<file path="src/logic/cgrc_cfg.svh">
// Constants for the clock gate and reset control block
`ifndef CGRC_CFG_SVH
`define CGRC_CFG_SVH
`define CGRC_CPU_BASE 32'h4001_0000
`define CGRC_EXT_BASE 32'h000D_0000
`define CGRC_GATE_OFF 32'h0000_0000
`define CGRC_SWRST_OFF 32'h0000_0010
`define CGRC_GATE_RST_FB 32'h0000_6FDF
`define CGRC_GATE_RST_IS 32'h0000_2FFF
`define CGRC_WR_MASK 32'h0000_607F
`define CGRC_RSV_ONES 32'h0000_0F80
`define CGRC_ABSENT_FB 32'h0000_0020
`define CGRC_ABSENT_IS 32'h0000_4000
`define CGRC_ALL_ONES 32'hFFFF_FFFF
`define CGRC_ZERO 32'h0000_0000
`define CGRC_SWRST_BIT 0
`define CGRC_B_FB_SLAVE 14
`define CGRC_B_LEGACY_FB 13
`define CGRC_B_ETH_SW 6
`define CGRC_B_IND_SLAVE 5
`define CGRC_B_WDT 4
`define CGRC_B_CAN1 3
`define CGRC_B_CAN0 2
`define CGRC_B_SER1 1
`define CGRC_B_SER0 0
`define CGRC_RST_HOLD 16
`define CGRC_CLS_POR 0
`define CGRC_CLS_SYS 1
`define CGRC_CLS_HOT 2
`endif

</file>
<file path="src/logic/cgrc_pkg.sv">
// Types shared by the clock gate and reset control block
package cgrc_pkg;
  typedef enum logic [0:0] {
    CGRC_VAR_FIELDBUS = 1'h0,
    CGRC_VAR_INDUSTRIAL = 1'h1
  } cgrc_variant_t;
  typedef logic [2:0] cgrc_cls_t;
endpackage

</file>
<file path="src/logic/cgrc_rst_if.sv">
// Signals between register side and reset sequencer
`timescale 1ns/10ps
interface cgrc_rst_if;
  logic sw_req;
  logic wdt_req;
  logic chip_rst;
  logic pll_rst_n;
  logic rst_out_n;
  logic ram_init;
  modport ctl (input sw_req, input wdt_req, output chip_rst,
    output pll_rst_n, output rst_out_n, output ram_init);
  modport usr (output sw_req, output wdt_req, input chip_rst,
    input pll_rst_n, input rst_out_n, input ram_init);
endinterface

</file>
<file path="src/logic/cgrc_rst_seq.sv">
// Reset source synchroniser, stretcher and reset class outputs
`timescale 1ns/10ps
`include "cgrc_cfg.svh"
module cgrc_rst_seq #(
  parameter int RST_HOLD = `CGRC_RST_HOLD
) (
  input wire logic sys_clk_i,
  input wire logic arst_n_i,
  input wire logic power_on_reset_pin_n_i,
  input wire logic system_reset_pin_n_i,
  input wire logic hot_reset_pin_n_i,
  cgrc_rst_if.ctl rif
);
  localparam logic [7:0] HOLD = 8'(RST_HOLD);
  generate
    if (RST_HOLD < 1 || RST_HOLD > 255) begin : g_bad
      $error("RST_HOLD must be 1 to 255");
    end
  endgenerate

  cgrc_pkg::cgrc_cls_t pin_s1_r;
  cgrc_pkg::cgrc_cls_t pin_s2_r;
  cgrc_pkg::cgrc_cls_t req;
  cgrc_pkg::cgrc_cls_t nz;
  logic [7:0] cnt_r [3];
  logic [7:0] cnt_nxt [3];
  logic pll_rst_n_r;
  logic rst_out_n_r;
  logic ram_init_r;

  // Pins start asserted so the chip comes out of reset cleanly
  always_ff @(posedge sys_clk_i or negedge arst_n_i) begin
    if (!arst_n_i) begin
      pin_s1_r <= 3'h0;
      pin_s2_r <= 3'h0;
    end else begin
      pin_s1_r <= {hot_reset_pin_n_i, system_reset_pin_n_i,
                   power_on_reset_pin_n_i};
      pin_s2_r <= pin_s1_r;
    end
  end

  // Software and watchdog requests join the hot class
  assign req[`CGRC_CLS_POR] = ~pin_s2_r[`CGRC_CLS_POR];
  assign req[`CGRC_CLS_SYS] = ~pin_s2_r[`CGRC_CLS_SYS];
  assign req[`CGRC_CLS_HOT] = ~pin_s2_r[`CGRC_CLS_HOT] | rif.sw_req |
                              rif.wdt_req;

  // Stretch keeps one-cycle requests long enough for the whole chip
  for (genvar k = 0; k < 3; k++) begin : g_cls
    assign cnt_nxt[k] = req[k] ? HOLD :
                        (cnt_r[k] != 8'h00) ? cnt_r[k] - 8'h01 : 8'h00;
    assign nz[k] = cnt_nxt[k] != 8'h00;
    always_ff @(posedge sys_clk_i or negedge arst_n_i) begin
      if (!arst_n_i) begin
        cnt_r[k] <= HOLD;
      end else begin
        cnt_r[k] <= cnt_nxt[k];
      end
    end
  end

  always_ff @(posedge sys_clk_i or negedge arst_n_i) begin
    if (!arst_n_i) begin
      pll_rst_n_r <= 1'b0;
      rst_out_n_r <= 1'b0;
      ram_init_r <= 1'b1;
    end else begin
      pll_rst_n_r <= ~(nz[`CGRC_CLS_POR] | nz[`CGRC_CLS_SYS]);
      rst_out_n_r <= ~|nz;
      ram_init_r <= nz[`CGRC_CLS_POR];
    end
  end

  assign rif.pll_rst_n = pll_rst_n_r;
  assign rif.rst_out_n = rst_out_n_r;
  assign rif.chip_rst = ~rst_out_n_r;
  assign rif.ram_init = ram_init_r;
endmodule

</file>
<file path="src/logic/cgrc_top.sv">
// Peripheral clock gate register and reset control, two host paths
// Notes on behaviour
// - External host port sees the register area at base D_0000h.
// - Processor and DMA see the register area at base 4001_0000h.
// - Gate bits 31..15 are written zero and read back zero.
// - Gate bit 12 is written zero and read back zero.
// - Gate bits 11..7 are written one and read back one.
// - Bits 14,13,6,5 run fieldbus, legacy, switch, industrial slave.
// - Bits 4..0 run watchdog, CAN 1/0, serial 1/0; one means running.
// - Gate bit of a module absent in this variant reads zero.
// - A stopped clock stays stopped until a chip reset.
// - Reset value is 6FDFh or 2FFFh depending on the variant.
// - Power-on reset resets everything and initialises internal RAM.
// - Resets come from pins, software register and the watchdog.
// - Software reset behaves like the hot-reset pin.
// - Hot reset resets core and peripherals, leaves the PLL running.
// - Software and watchdog resets leave internal RAM alone.
// - Any internal reset drives the reset output pin low.
`timescale 1ns/10ps
`include "cgrc_cfg.svh"
module cgrc_top #(
  parameter cgrc_pkg::cgrc_variant_t VARIANT = cgrc_pkg::CGRC_VAR_FIELDBUS,
  parameter int RST_HOLD = `CGRC_RST_HOLD
) (
  input wire logic sys_clk_i,
  input wire logic arst_n_i,
  input wire logic cpu_sel_i,
  input wire logic cpu_wr_i,
  input wire logic [31:0] cpu_addr_i,
  input wire logic [31:0] cpu_wdata_i,
  output logic [31:0] cpu_rdata_o,
  input wire logic ext_sel_i,
  input wire logic ext_wr_i,
  input wire logic [19:0] ext_addr_i,
  input wire logic [31:0] ext_wdata_i,
  output logic [31:0] ext_rdata_o,
  input wire logic power_on_reset_pin_n_i,
  input wire logic system_reset_pin_n_i,
  input wire logic hot_reset_pin_n_i,
  input wire logic watchdog_reset_req_i,
  output logic reset_out_pin_n_o,
  output logic pll_reset_n_o,
  output logic ram_init_o,
  output logic gate_fieldbus_slave_o,
  output logic gate_legacy_fieldbus_o,
  output logic gate_eth_switch_o,
  output logic gate_industrial_slave_o,
  output logic gate_watchdog_o,
  output logic gate_can_unit1_o,
  output logic gate_can_unit0_o,
  output logic gate_serial_unit1_o,
  output logic gate_serial_unit0_o
);
  localparam logic [31:0] RST_VAL =
    (VARIANT == cgrc_pkg::CGRC_VAR_FIELDBUS) ?
    `CGRC_GATE_RST_FB : `CGRC_GATE_RST_IS;
  localparam logic [31:0] ABSENT =
    (VARIANT == cgrc_pkg::CGRC_VAR_FIELDBUS) ?
    `CGRC_ABSENT_FB : `CGRC_ABSENT_IS;
  localparam logic [31:0] KEEP = `CGRC_WR_MASK & ~ABSENT;

  function automatic logic cgrc_hit(input logic [31:0] a,
                                    input logic [31:0] base,
                                    input logic [31:0] off);
    return a == base + off;
  endfunction

  cgrc_rst_if rif ();
  cgrc_rst_seq #(.RST_HOLD(RST_HOLD)) u_seq (
    .sys_clk_i(sys_clk_i),
    .arst_n_i(arst_n_i),
    .power_on_reset_pin_n_i(power_on_reset_pin_n_i),
    .system_reset_pin_n_i(system_reset_pin_n_i),
    .hot_reset_pin_n_i(hot_reset_pin_n_i),
    .rif(rif)
  );

  logic [31:0] gate_r;
  logic [31:0] gate_nxt;
  logic sw_req_r;
  logic sw_nxt;
  logic [31:0] cpu_rdata_r;
  logic [31:0] ext_rdata_r;

  wire [31:0] ext_addr = {12'h000, ext_addr_i};
  wire cpu_g = cgrc_hit(cpu_addr_i, `CGRC_CPU_BASE, `CGRC_GATE_OFF);
  wire cpu_s = cgrc_hit(cpu_addr_i, `CGRC_CPU_BASE, `CGRC_SWRST_OFF);
  wire ext_g = cgrc_hit(ext_addr, `CGRC_EXT_BASE, `CGRC_GATE_OFF);
  wire ext_s = cgrc_hit(ext_addr, `CGRC_EXT_BASE, `CGRC_SWRST_OFF);
  wire live = ~rif.chip_rst;
  wire cpu_gw = live & cpu_sel_i & cpu_wr_i & cpu_g;
  wire ext_gw = live & ext_sel_i & ext_wr_i & ext_g;
  wire cpu_sw = live & cpu_sel_i & cpu_wr_i & cpu_s &
                cpu_wdata_i[`CGRC_SWRST_BIT];
  wire ext_sw = live & ext_sel_i & ext_wr_i & ext_s &
                ext_wdata_i[`CGRC_SWRST_BIT];

  // Writes can only clear gate bits; both paths share one register
  wire [31:0] cpu_and = cpu_gw ? cpu_wdata_i : `CGRC_ALL_ONES;
  wire [31:0] ext_and = ext_gw ? ext_wdata_i : `CGRC_ALL_ONES;
  assign gate_nxt = rif.chip_rst ? (RST_VAL & KEEP) :
                    gate_r & cpu_and & ext_and & KEEP;
  assign sw_nxt = ~rif.chip_rst & (sw_req_r | cpu_sw | ext_sw);

  // Reserved fields are built into the read value, never stored
  wire [31:0] gate_rd = (gate_r & KEEP) | `CGRC_RSV_ONES;
  wire [31:0] sw_rd = {31'h0000_0000, sw_req_r};
  wire [31:0] cpu_rd_nxt = !(cpu_sel_i && !cpu_wr_i) ? `CGRC_ZERO :
                           cpu_g ? gate_rd : cpu_s ? sw_rd : `CGRC_ZERO;
  wire [31:0] ext_rd_nxt = !(ext_sel_i && !ext_wr_i) ? `CGRC_ZERO :
                           ext_g ? gate_rd : ext_s ? sw_rd : `CGRC_ZERO;

  always_ff @(posedge sys_clk_i or negedge arst_n_i) begin
    if (!arst_n_i) begin
      gate_r <= RST_VAL & KEEP;
      sw_req_r <= 1'b0;
    end else begin
      gate_r <= gate_nxt;
      sw_req_r <= sw_nxt;
    end
  end

  always_ff @(posedge sys_clk_i or negedge arst_n_i) begin
    if (!arst_n_i) begin
      cpu_rdata_r <= `CGRC_ZERO;
      ext_rdata_r <= `CGRC_ZERO;
    end else begin
      cpu_rdata_r <= cpu_rd_nxt;
      ext_rdata_r <= ext_rd_nxt;
    end
  end

  assign rif.sw_req = sw_req_r;
  assign rif.wdt_req = watchdog_reset_req_i;
  assign cpu_rdata_o = cpu_rdata_r;
  assign ext_rdata_o = ext_rdata_r;
  assign reset_out_pin_n_o = rif.rst_out_n;
  assign pll_reset_n_o = rif.pll_rst_n;
  assign ram_init_o = rif.ram_init;
  // A host touching a stopped unit is its own fault; no blocking here
  assign gate_fieldbus_slave_o = gate_r[`CGRC_B_FB_SLAVE];
  assign gate_legacy_fieldbus_o = gate_r[`CGRC_B_LEGACY_FB];
  assign gate_eth_switch_o = gate_r[`CGRC_B_ETH_SW];
  assign gate_industrial_slave_o = gate_r[`CGRC_B_IND_SLAVE];
  assign gate_watchdog_o = gate_r[`CGRC_B_WDT];
  assign gate_can_unit1_o = gate_r[`CGRC_B_CAN1];
  assign gate_can_unit0_o = gate_r[`CGRC_B_CAN0];
  assign gate_serial_unit1_o = gate_r[`CGRC_B_SER1];
  assign gate_serial_unit0_o = gate_r[`CGRC_B_SER0];

  wire cpu_grd = cpu_sel_i & ~cpu_wr_i & cpu_g;
  wire ext_grd = ext_sel_i & ~ext_wr_i & ext_g;
endmodule

</file>
<file path="config.mk">
export PLATFORM = sky130hd
export DESIGN_NAME = cgrc_top
export DESIGN_NICKNAME = d
export VERILOG_FILES = /design/src/logic/cgrc_pkg.sv /design/src/logic/cgrc_rst_if.sv /design/src/logic/cgrc_rst_seq.sv /design/src/logic/cgrc_top.sv
export VERILOG_INCLUDE_DIRS = /design/src /design/src/logic
export SDC_FILE = /design/constraint.sdc
export NUM_CORES = 1
export LEC_CHECK = 0
export BUFFER_PORTS_ARGS = -buffer_cell sky130_fd_sc_hd__buf_2
export CELL_PAD_IN_SITES_DETAIL_PLACEMENT = 2
export CELL_PAD_IN_SITES_GLOBAL_PLACEMENT = 2
export CORE_MARGIN = 2
export CORE_UTILIZATION = 25
export CTS_BUF_LIST = sky130_fd_sc_hd__clkbuf_8 sky130_fd_sc_hd__clkbuf_16
export CTS_CLUSTER_SIZE = 40
export DETAILED_ROUTE_END_ITERATION = 10
export PLACE_DENSITY = 0.91
export SLEW_MARGIN = 20
export SYNTH_ARGS = -nofsm -noshare
export SYNTH_HDL_FRONTEND = slang
export SYNTH_SLANG_ARGS = --single-unit
export TNS_END_PERCENT = 100
</file>
<file path="constraint.sdc">
create_clock -name sys_clk_i -period 2.6 [get_ports sys_clk_i]
set_input_delay 0.26 -clock sys_clk_i [delete_from_list [all_inputs] [get_ports sys_clk_i]]
set_output_delay 0.26 -clock sys_clk_i [all_outputs]
set_load 0.005 [all_outputs]
</file>
; ---- Word-level counts from Yosys, hierarchy flattened
; Cells that the tools add are included.
; Widths: inputs -> output; s select.
[classes]
n_bitwise = 20
div_mod_pow = 0
n_eq_ne = 4
addsub = 3
n_mul = 0
n_mux = 15
n_lt_le_gt_ge = 0
reduce_logical = 12
n_shift = 0
[ops]
columns = op, count
row1 = $mux 15, 7
row2 = $eq 32x31->1 const B, 2
row3 = $mux 8, 6
row4 = $reduce_bool 8->1, 6
row5 = $eq 20x20->1 const B, 2
row6 = $and 15x15->15, 2
row7 = $sub 8x1->8 const B, 3
row8 = $and 1x1->1, 11
row9 = $or 1x1->1, 5
row10 = $logic_not 1->1, 3
row11 = $reduce_or 3->1, 1
row12 = $logic_and 1x1->1, 2
row13 = $mux 1, 2
row14 = $not 1->1, 2
[totals]
mem_bits_rw = 0
register_bits = 79
mem_count = 0
in_bits = 126
mem_bits_ro = 0
latch_bits = 0
elab_cells = 66

; ---- Logic depth before layout (Yosys ltp)
; Gate-level depths: netlist of run 1.
[depth]
ltp_word = 7
ltp_mapped = 7

; ---- By module
; From an unflattened synthesis of run 1, not the netlist that was laid out.
[hier_totals]
cells_unflattened = 328
hier_area_um2 = 3326.9
[modules_own_cells]
columns = mod, area_per_inst_um2, cells_each, n_inst, seq_area_each_um2
row1 = cgrc_top, 1691.6, 170, 1, 685.7
row2 = cgrc_rst_seq, 1635.3, 158, 1, 830.8

; ---- Least setup slack after synthesis of run 1
; OpenSTA, ideal clock, no wires.
[synth_timing]
path_kind = register to register
from = register u_seq.cnt_r[8] (netlist bit)
to = register u_seq.rst_out_n_r (netlist: u_seq.rif.rst_out_n)
path_stages_with_launch = 7
arrival_time_ns = 1.702
setup_time_ns = 0.067
path_buffers = 0
setup_slack_ns = 0.830
required_time_ns = 2.533
cell_sequence = dfrtp_1 > inv_1 > ha_1 > xor2_1 > or3_2 > a211oi_1 > o2111a_1
[synth_via]
elab_chain_cells = 6
[synth_rtl]
columns = item, line
row1 = from (decl), cgrc_rst_seq.sv:25  ; logic [7:0] cnt_r [3];
row2 = "from (signal, indexed assignment)", cgrc_rst_seq.sv:58  ; cnt_r[k] <= cnt_nxt[k];
row3 = $sub 8x1->8 or $reduce_bool 8->1 (tied branches), cgrc_rst_seq.sv:52  ; (cnt_r[k] != 8'h00) ? cnt_r[k] - 8'h01 : 8'h00;
row4 = $mux 8 (*), cgrc_rst_seq.sv:52
row5 = $mux 8 (*), cgrc_rst_seq.sv:51  ; assign cnt_nxt[k] = req[k] ? HOLD :
row6 = $reduce_bool 8->1 (*), cgrc_rst_seq.sv:53  ; assign nz[k] = cnt_nxt[k] != 8'h00;
row7 = $reduce_or 3->1 (*), cgrc_rst_seq.sv:70  ; rst_out_n_r <= ~|nz;
row8 = $logic_not 1->1 (*), cgrc_rst_seq.sv:70
row9 = to (signal assigned), cgrc_rst_seq.sv:70
row10 = to (decl), cgrc_rst_seq.sv:28  ; logic rst_out_n_r;
; Every way passes the cells marked *; elsewhere a longest branch is shown, timed or not.

; ---- Worst setup path in the final report of run 1
[layout_timing]
from = register u_seq.cnt_r[0] (netlist bit)
to = register u_seq.rst_out_n_r (netlist: u_seq.rif.rst_out_n)
; Same word-level chain as after synthesis.

==> results of run 1 <==
-- sequential cells by signal, summed over array words and instances, names as in the netlist --
signal and count:
u_seq.cnt_r 24, cpu_rdata_o 9, ext_rdata_o 9, gate_r 8
u_seq.pin_s1_r 3, u_seq.pin_s2_r 3, rif.sw_req 1, u_seq.rif.pll_rst_n 1
u_seq.rif.ram_init 1, u_seq.rif.rst_out_n 1
-- synth_stat cells (6+ instances only) --
cell type  count  area [um^2]
dfrtp_1       48         1200
nor3_1         8         40.0
o21ai_2        8         70.1
xnor2_1        7         61.3
inv_1         11         41.3
nor2_1        30          113
a2bb2oi_1      9         78.8
nand2_1       13         48.8
buf_4         47          353
nor4_1         9         56.3
nor4b_1       10         87.6
xor2_1         6         52.6
ha_1           6         75.1
dfstp_2       12          315
and2_1        15         93.8
-- cells in the final DEF, fill, tap and decap left out, types with 2 or more instances in the layout --
master and count:
a211oi_1 3, a21oi_1 2, a2bb2oi_1 9, and2_1 15, buf_2 114, buf_4 4
clkbuf_16 9, clkinv_2 3, conb_1 39, dfrtp_1 48, dfstp_2 12, ha_1 6
inv_1 12, mux2i_1 4, nand2_1 13, nand2b_1 2, nand3_1 4, nand4_1 3
nand4b_1 2, nor2_1 30, nor2b_1 2, nor3_1 8, nor4_1 9, nor4_2 4
nor4b_1 10, o21ai_0 3, o21ai_2 8, or4b_1 2, xnor2_1 7, xor2_1 6
-- worst max-delay path: cells and delay by family (launching register included) --
family	cells	cell delay, ns
buf+inv	1	0.13
fa+ha+maj	1	0.20
compound gates	3	0.77
flops	1	0.42
simple gates	2	0.49
-- worst paths after layout --
path / from / to / slack (ns) / depth (start not counted)
min in group sys_clk_i: hot_reset_pin_n_i / u_seq.pin_s1_r[2] / 0.04 / 1
min reg2reg: u_seq.pin_s1_r[1] / u_seq.pin_s2_r[1] / 0.35 / 0
max reg2reg: u_seq.cnt_r[0] / u_seq.rif.rst_out_n / 0.51 / 7
max: u_seq.cnt_r[0] / u_seq.rif.rst_out_n / 0.51 / 7
max in group asynchronous: arst_n_i / gate_r[13] / 1.83 / 2
min: arst_n_i / u_seq.cnt_r[19] / -0.006 / 1
-- cell families after synthesis --
family	Yosys count	synth area share (%)
flip-flops	60	48.4
buffers and inverters	60	13.1
adder cells (fa/ha/maj)	6	2.40
other	1	0.120
AO/OA/AOI/OAI	34	9.14
multiplexers	4	1.28
XOR/XNOR	13	3.63
AND/OR/NAND/NOR	115	22.0
-- stage by stage --
stage | worst slack [ns] | power, mW | instance area (um^2) | hold WS (ns) | utilization (%)
2_1_floorplan | 0.830 | 1.66 | 3280 | -0.0356 | -
3_3_place_gp | 0.622 | 1.79 | 3720 | 0.335 | 30.7
3_5_place_dp | 0.484 | 1.86 | 3720 | 0.340 | 30.7
4_1_cts | 0.466 | 3.08 | 4020 | 0.0152 | 33.2
5_1_grt | 0.270 | 3.22 | 4020 | 0.0460 | 33.2
6_report | 0.506 | 3.05 | 4020 | -0.00580 | 33.2
-- power groups by stage --
stage,Combinational [mW],Clock (mW),Sequential (mW)
final,0.683,1.18,1.19
after global routing,0.774,1.24,1.21
after CTS,0.689,1.20,1.19
after detailed placement,0.663,0,1.20
after global placement,0.610,0,1.18
after floorplan,0.498,0,1.16
-- metal layers --
layer  global-route usage, %  part of all wire, %
met4                    8.33                  3.5
met5                       0                    0
met3                    2.72                  5.4
met2                    29.2                   56
met1                    15.9                   35
-- area by class of cell --
cell class,count,area share (%)
clock buffer,10,5.95
clock inverter,6,1.40
sequential,60,37.8
timing repair buffer,118,15.0
multi-input combinational,211,33.7
inverter,11,1.03
tap,168,5.24
==> metrics, run 1 <==
Peak supply drop=0.249 mV; Clock Tree Root=clkbuf_16; type of element launching the critical path=flip-flop; clock transition at the registers of the reported paths=0.05 ns; Fin. Hold Viols=9; Filler Cells Inserted=1,361; average wire per standard cell=roughly 17 um; FF/Latch Area=0.00152 mm^2; CP max FO=4; internal power=2.10 mW; switching power as a share of total power=31.1%; cells along the critical path=inv_1, ha_1, nor4b_1, nor3_1, a211oi_1, o221a_1, o2111a_1; clock network fraction of design power=38.6%; buffer depth of the longest clock path=2; final max-slew violation count=0; critical path endpoint category=flip-flop; number of global-route vias before repair=2,975; setup TNS=0 ns; Post-Synthesis Cell Area=0.00313 mm^2; required time reported for the critical path endpoint=2.86 ns; number of synthesized flops with an enable pin=0; Distinct cells, synth=49; clock sink total=60; outcome=finished, violations left; number of maximum-capacitance violations=0; Avg Inst Size Synth=10.7 um^2; Layout Area Growth over Synthesis=28.1%; failing checks=negative hold slack; overall global routing resource usage=15.4%; Routability Congestion=0.777; type of the tightest min-delay check=input pin to async pin; post-cts resize count=0; effective utilization at floorplan=25.9%; Clock Latency Late Sink=0.33 ns; Final ANT Viol Nets=0; fraction of synthesis flops using an asynchronous set or reset pin=100%; P per Cell Area=760 mW/mm^2; cell type of the slowest stage on the worst timing path=dfrtp_1; sequential fraction of the synthesis area=just under 50%; number of synthesized register bits=60; first-pass GRT wire length=15,500 um; I/O pin count=about 200; predominant post-synthesis flop cell=dfrtp_1; pin slew with the least headroom to its limit=just under 0.8 ns; number of standard cells in the layout, taps in and fillers out=584; Ys Warns=0; DRC viols=0; H-tree levels=3; Leak Pwr=between 1.5 and 2 nW; chip height=~120 um; part of the power in registers=39.0%; vias post-DR=~2,600; detailed-route vias per instance=approximately 4.4; core area=0.0121 mm^2; part of the power in combinational logic=around 22%; ANT cells=0; length of the first detailed-routing pass in iterations=4; total overflow reported by the global router=0; half-perimeter wire length of the detailed placement result=7800 um; area of combinational cells with multiple inputs=0.00135 mm^2; # hold bufs at CTS=0; largest net degree at the start of global routing=32; Data arrival, critical path=2.35 ns; setup violation total in the final timing report=0; maximum cell stage delay along the critical path=0.42 ns; clock tree from TritonCTS=done; CTS Buf Count=9; initial antenna violation count=0; proportion of layout cells with a drive suffix above 1=39.7%; RSZ-0062 raised after global routing=no; NumNets Final=543; worst slew slack as a fraction of its limit=around 47%; CP Class=flip-flop to flip-flop; std cell rows=40; total die area=0.0134 mm^2; fmax=478 MHz; part of the cycle the worst path needs=80.5%; worst hold slack=-0.00580 ns; floorplan die width=116 um; synthesized instance count=293; number of post-CTS setup repair buffers=0; Period minus WS final=2.09 ns; total net switching power=between 0.9 and 1 mW; DP Cell Count=~570; Total Routed Length=10,100 um; skew final=~0.0072 ns; number of port buffers=between 100 and 150; count of routing violations after the opening detailed-route iteration=39
Power figures use the tool's default switching activity.
==> run 2, diff against run 1 <==
--- a/config.mk
+++ b/config.mk
@@ -6,15 +6,16 @@
 export SDC_FILE = /design/constraint.sdc
 export NUM_CORES = 1
 export LEC_CHECK = 0
+export ABC_AREA = 1
 export BUFFER_PORTS_ARGS = -buffer_cell sky130_fd_sc_hd__buf_2
 export CELL_PAD_IN_SITES_DETAIL_PLACEMENT = 2
 export CELL_PAD_IN_SITES_GLOBAL_PLACEMENT = 2
 export CORE_MARGIN = 2
-export CORE_UTILIZATION = 25
+export CORE_UTILIZATION = 23
 export CTS_BUF_LIST = sky130_fd_sc_hd__clkbuf_8 sky130_fd_sc_hd__clkbuf_16
 export CTS_CLUSTER_SIZE = 40
 export DETAILED_ROUTE_END_ITERATION = 10
-export PLACE_DENSITY = 0.91
+export PLACE_DENSITY = 0.87
 export SLEW_MARGIN = 20
 export SYNTH_ARGS = -nofsm -noshare
 export SYNTH_HDL_FRONTEND = slang
==> constraint.sdc (replaced) <==
create_clock -name sys_clk_i -period 2 [get_ports sys_clk_i]
set_input_delay 0.2 -clock sys_clk_i [delete_from_list [all_inputs] [get_ports sys_clk_i]]
set_output_delay 0.2 -clock sys_clk_i [all_outputs]
set_load 0.005 [all_outputs]
==> run 2 against run 1 <==
Effect of this change:
- combinational power is 67% higher
- the run now ends clean
- wire length increased by 16%
- cell area grew 15%
- worst setup slack lost 0.25 ns
- non-clock buffer count up 3
- sequential cell count unchanged
- sequential power rose by 26%
- final cell count is 32% higher
==> metrics, run 2 <==
area fraction of the dominant cell type after synthesis=~33%; Period minus WS final=between 1.5 and 2 ns; number of maximum-capacitance violations=0; Fin. Hold Viols=0; category of cells accounting for the largest share of critical-path delay=simple AND/OR/NAND/NOR gates; I/O pin count=202; P per Cell Area=969 mW/mm^2; half-perimeter wire length of the detailed placement result=approximately 9500 um; final core utilization=30.3%; dominant combinational cell family by area after synthesis=simple AND/OR/NAND/NOR gates; first-pass GRT wire length=18,900 um; CP max FO=7; length of the first detailed-routing pass in iterations=4; DRC viols=0; number of flip-flops under the largest register name=24; Final ANT Viol Nets=0; cells along the critical path=inv_1, ha_2, xnor2_1, nor2_1, nand2_2, nand2_2, nor2_2, nand2_1, nor2_2, nand2_2, nor2_2; dominant cell type by area after synthesis=dfrtp_1; Distinct cells, synth=33; chip height=approximately 130 um; Bufs and invs on worst path=1; CP Class=flip-flop to flip-flop; Data arrival, critical path=2.01 ns; setup violation total in the final timing report=0; fraction of synthesis flops using an asynchronous set or reset pin=100%; initial antenna violation count=0; NumNets Final=710; critical path endpoint category=flip-flop; total overflow reported by the global router=0; proportion of layout cells with a drive suffix above 1=31.6%; fmax=574 MHz; sequential fraction of the synthesis area=42.3%; maximum cell stage delay along the critical path=~0.36 ns; most heavily used metal layer in global routing=met2; switching power as a share of total power=between 30% and 40%; clock tree from TritonCTS=done; number of port buffers=114; H-tree levels=3; GR met3 Demand/Resource=3.74%; xor and xnor fraction of the mapped netlist area=between 1 and 1.5%; Filler Cells Inserted=1,798; Top reg by flops=u_seq.cnt_r; setup TNS=0 ns; number of global-route vias before repair=3,813; cell type of the slowest stage on the worst timing path=dfrtp_1; CTS Buf Count=9; overall global routing resource usage=approximately 15%; Avg Inst Size Synth=about 7.9 um^2; part of the power in registers=33.7%; predominant post-synthesis flop cell=dfrtp_1; cells taking the most area after synthesis=dfrtp_1 (33%), buf_4 (9.8%), dfstp_2 (8.8%); Clock Latency Late Sink=approximately 0.33 ns; floorplan die width=129 um; pin slew with the least headroom to its limit=0.599 ns; effective utilization at floorplan=23.6%; core area=0.0152 mm^2; multiplexer fraction of the synthesized cell area=0%; part of the cycle the worst path needs=87.1%; Routability Congestion=0.820; number of synthesized flops with an enable pin=0; vias post-DR=3,312; average wire per standard cell=15.1 um; internal power=between 3 and 4 mW; type of the tightest min-delay check=input pin to flip-flop; RSZ-0062 raised after global routing=no; largest net degree at the start of global routing=27; Clock Tree Root=clkbuf_16; detailed-route vias per instance=4.29; total net switching power=1.45 mW; number of synthesized register bits=60; total die area=0.0166 mm^2; part of the power in combinational logic=around 26%; Peak supply drop=0.334 mV; GR Util met1=roughly 15%; skew final=between 0.009 and 0.01 ns; Leak Pwr=2.64 nW; buffer depth of the longest clock path=2; worst slew slack as a fraction of its limit=60.1%; std cell rows=45; synthesized instance count=456; post-synthesis simple-gate area fraction=33.0%; final max-slew violation count=0; count of routing violations after the opening detailed-route iteration=78; met2 capacity usage during global routing=approximately 29%; clock network fraction of design power=40.8%; most frequent cells in the layout=buf_2 (114), inv_1 (81), nor2_1 (70), nand2_1 (58), dfrtp_1 (48); Post-Synthesis Cell Area=0.00359 mm^2; clock transition at the registers of the reported paths=0.06 ns; most common cell after layout, fill and taps aside=buf_2; Ys Warns=0; number of post-CTS setup repair buffers=0; most common cell in the netlist=inv_1; type of element launching the critical path=flip-flop; Post-Synth Adder-Cell Area=2.09%; outcome=complete, no violations; clock sink total=60; Total Routed Length=11,700 um; Layout Area Growth over Synthesis=28.5%; Compound-Gate Fraction of Synth Area=2.13%; post-layout total power=4.46 mW; required time reported for the critical path endpoint=between 2 and 2.5 ns; Synth top cells by count=inv_1 (81), nor2_1 (70), nand2_1 (58), dfrtp_1 (48), buf_4 (47)
## run 2: cell types whose count changed after synthesis, sizes merged, moves of 13 or more
cell and delta:
nand3b +13, and2 -14, nor2 +60, nand2 +56, nand3 +39, inv +71
## run 2: worst paths after layout
| kind | cells past startpoint | slack, ns | from | to |
|---|---|---|---|---|
| max in group asynchronous | 3 | 0.86 | arst_n_i | gate_r[6] |
| worst max-delay path | 11 | 0.26 | u_seq.cnt_r[16] | u_seq.rif.rst_out_n |
| worst max register to register | 11 | 0.26 | u_seq.cnt_r[16] | u_seq.rif.rst_out_n |
| min in group asynchronous | 2 | 0.46 | arst_n_i | u_seq.cnt_r[8] |
| worst min register to register | 0 | 0.35 | u_seq.pin_s1_r[2] | u_seq.pin_s2_r[2] |
| worst min-delay path | 3 | 0.15 | ext_wdata_i[0] | gate_r[0] |
## run 2: cell type report
type	instances	area, um^2	area share, %
tap	188	235	5.11
clock inverter	6	111	2.42
sequential	60	1520	32.9
clock buffer	10	239	5.19
antenna	1	2.50	0.0543
multi-input combinational	302	1540	33.4
timing repair buffer	121	646	14.0
inverter	84	320	6.95
## run 2: metal layers
| metal | vias to the layer above | share of wire, % |
|---|---|---|
| met1 | 1624 | 38 |
| met4 | 0 | 0.83 |
| li1 | 1572 | - |
| met3 | 10 | 5.7 |
| met2 | 106 | 56 |
| met5 | - | 0 |
## run 2: kinds of logic (layout without fill, tap and decap cells)
family | after synthesis | in the layout
adders and majority gates | 6 | 6
AOI/OAI and AO/OA | 12 | 12
and+or+nand+nor | 239 | 239
other | 1 | 40
DFF | 60 | 60
xor gates and xnor gates | 6 | 6
buffers and inverters | 132 | 221
## run 2: metrics by stage
stage	area, um^2	hold WS [ns]	instances	setup WS (ns)
floorplan	3730	-0.0956	494	0.533
global route	4600	0.149	771	0.0595
detailed placement	4210	0.240	751	0.224
global placement	4210	0.221	751	0.327
finish	4610	0.155	772	0.257
CTS	4600	0.147	771	0.168
## run 2: worst register-to-register path, stage by stage, from the launching register on
cell,delay [ns]
dfrtp_1,0.36
inv_1,0.20
ha_2,0.29
xnor2_1,0.15
nor2_1,0.07
nand2_2,0.07
nand2_2,0.06
nor2_2,0.12
nand2_1,0.09
nor2_2,0.14
nand2_2,0.08
nor2_2,0.07
## run 2: power by group through the flow
stage               Sequential, mW  Clock (mW)  Combinational (mW)
floorplan                     1.49           0               0.845
CTS                           1.51        1.87                1.17
global route                  1.52        1.93                1.33
finish                        1.50        1.82                1.14
global placement              1.51           0                1.03
detailed placement            1.52           0                1.14
## run 2: what timing repair did
item | in CTS | in global routing
endpoints found under the hold margin | 20 | 0
gates resized for setup | 0 | 1
setup endpoints to repair | 0 | 1
hold buffers | 4 | 0
==> run 3, diff against run 2 <==
--- a/config.mk
+++ b/config.mk
@@ -15,8 +15,9 @@
 export CTS_BUF_LIST = sky130_fd_sc_hd__clkbuf_8 sky130_fd_sc_hd__clkbuf_16
 export CTS_CLUSTER_SIZE = 40
 export DETAILED_ROUTE_END_ITERATION = 10
+export MAX_ROUTING_LAYER = met4
 export PLACE_DENSITY = 0.87
-export SLEW_MARGIN = 20
+export SLEW_MARGIN = 15
 export SYNTH_ARGS = -nofsm -noshare
 export SYNTH_HDL_FRONTEND = slang
 export SYNTH_SLANG_ARGS = --single-unit
==> run 3 against run 2 <==
Effect of this change:
- sequential cell count stayed put
- die area is the same
- hold slack hardly changed
- first-iteration DRC count grew 21%
- register-to-register slack hardly changed
- final cell count did not move
- sequential power barely moved
==> metrics, run 3 (synthesized netlist as in run 2, its figures left out) <==
skew final=approximately 0.011 ns; cell type of the slowest stage on the worst timing path=dfrtp_1; total overflow reported by the global router=0; CP max FO=7; floorplan die width=roughly 130 um; Fin. Hold Viols=0; total die area=0.0166 mm^2; buffer depth of the longest clock path=2; most common cell after layout, fill and taps aside=buf_2; worst setup slack before clock tree synthesis=0.224 ns; Total Routed Length=11,700 um; RSZ-0062 raised after global routing=no; maximum cell stage delay along the critical path=around 0.36 ns; cells along the critical path=inv_1, ha_2, xnor2_1, nor2_1, nand2_2, nand2_2, nor2_2, nand2_1, nor2_2, nand2_2, nor2_2; type of the tightest min-delay check=input pin to flip-flop; worst slew slack as a fraction of its limit=60.1%; type of element launching the critical path=flip-flop; clock transition at the registers of the reported paths=~0.060 ns; number of flip-flops under the largest register name=24; Final ANT Viol Nets=0; required time reported for the critical path endpoint=roughly 2.3 ns; Leak Pwr=~2.6 nW; clock sink total=60; Top reg by flops=u_seq.cnt_r; average wire per standard cell=between 15 and 20 um; DRC viols=0; P per Cell Area=970 mW/mm^2; NumNets Final=710; vias post-DR=3,320; setup TNS=0 ns; Bufs and invs on worst path=1; Peak supply drop=~0.33 mV; part of the cycle the worst path needs=87.2%; length of the first detailed-routing pass in iterations=4; H-tree levels=3; initial antenna violation count=0; pin slew with the least headroom to its limit=0.599 ns; std cell rows=45; critical path endpoint category=flip-flop; detailed-route vias per instance=4.30; clock tree from TritonCTS=done; setup violation total in the final timing report=0; Clock Latency Late Sink=0.33 ns; final max-slew violation count=0; half-perimeter wire length of the detailed placement result=approximately 9500 um; effective utilization at floorplan=23.6%; number of port buffers=114; core area=0.0152 mm^2; number of maximum-capacitance violations=0; count of routing violations after the opening detailed-route iteration=94; fmax=between 500 and 600 MHz; most frequent cells in the layout=buf_2 (114), inv_1 (81), nor2_1 (70), nand2_1 (58), dfrtp_1 (48); outcome=complete, no violations; Data arrival, critical path=2.01 ns; CP Class=flip-flop to flip-flop; number of global-route vias before repair=3,821; number of post-CTS setup repair buffers=0; I/O pin count=between 200 and 250; largest net degree at the start of global routing=27; Period minus WS final=1.74 ns; CTS Buf Count=9; overall global routing resource usage=15.2%; chip height=~130 um; Routability Congestion=0.832; category of cells accounting for the largest share of critical-path delay=simple AND/OR/NAND/NOR gates; Clock Tree Root=clkbuf_16; first-pass GRT wire length=18,900 um; Worst Setup Slack, final=roughly 0.26 ns; proportion of layout cells with a drive suffix above 1=a little under a third; Layout Area Growth over Synthesis=28.5%
## run 3: worst paths after layout
| kind | cells past startpoint | start | endpoint | slack, ns |
|---|---|---|---|---|
| worst min-delay path | 3 | ext_wdata_i[0] | gate_r[0] | 0.15 |
| worst max-delay path | 11 | u_seq.cnt_r[16] | u_seq.rif.rst_out_n | 0.26 |
| min in group asynchronous | 2 | arst_n_i | u_seq.cnt_r[8] | 0.46 |
| worst max register to register | 11 | u_seq.cnt_r[16] | u_seq.rif.rst_out_n | 0.26 |
| max in group asynchronous | 3 | arst_n_i | gate_r[13] | 0.86 |
| worst min register to register | 0 | u_seq.pin_s1_r[2] | u_seq.pin_s2_r[2] | 0.35 |
## run 3: worst register-to-register path, cell delays in order, from the launching register on
cell	delay (ns)
dfrtp_1	0.36
inv_1	0.20
ha_2	0.29
xnor2_1	0.15
nor2_1	0.07
nand2_2	0.07
nand2_2	0.06
nor2_2	0.12
nand2_1	0.09
nor2_2	0.14
nand2_2	0.08
nor2_2	0.07
## run 3: metrics by stage
step           instance area (um^2)  utilization [%]  power, mW  cells  hold WS (ns)
5_1_grt                        4600             30.3       4.78    771         0.149
3_5_place_dp                   4210             27.7       2.66    751         0.240
3_3_place_gp                   4210             27.7       2.54    751         0.221
4_1_cts                        4600             30.3       4.54    771         0.147
2_1_floorplan                  3730                -       2.33    494       -0.0956
6_report                       4610             30.3       4.47    772         0.154
## run 3: area by class of cell
cell class | count | area [um^2]
fill | 1798 | 10600
multi-input combinational | 302 | 1540
sequential | 60 | 1520
timing repair buffer | 121 | 646
inverter | 84 | 320
clock buffer | 10 | 239
tap | 188 | 235
clock inverter | 6 | 111
antenna | 1 | 2.50
## run 3: timing repair
item / in CTS / in global routing
hold buffers: 4 / 0
hold endpoints to repair: 20 / 0
endpoints found under the setup margin: 0 / 1
resized for setup: 0 / 1
## run 3: report_power, final
part	total, mW	switching (mW)	internal (mW)
Combinational	1.14	0.738	0.405
Clock	1.82	0.572	1.25
Sequential	1.50	0.140	1.36
## run 3: routing by layer
metal  routed length [um]  vias to the layer above  GRT usage, %  part of all wire, %
met3                  558                       10          3.16                  4.8
met5                    0                        -             -                    0
met4                   96                        0          3.84                 0.82
met1                 4550                     1631          15.6                   39
met2                 6490                      107          29.1                   55
li1                     -                     1572             -                    -
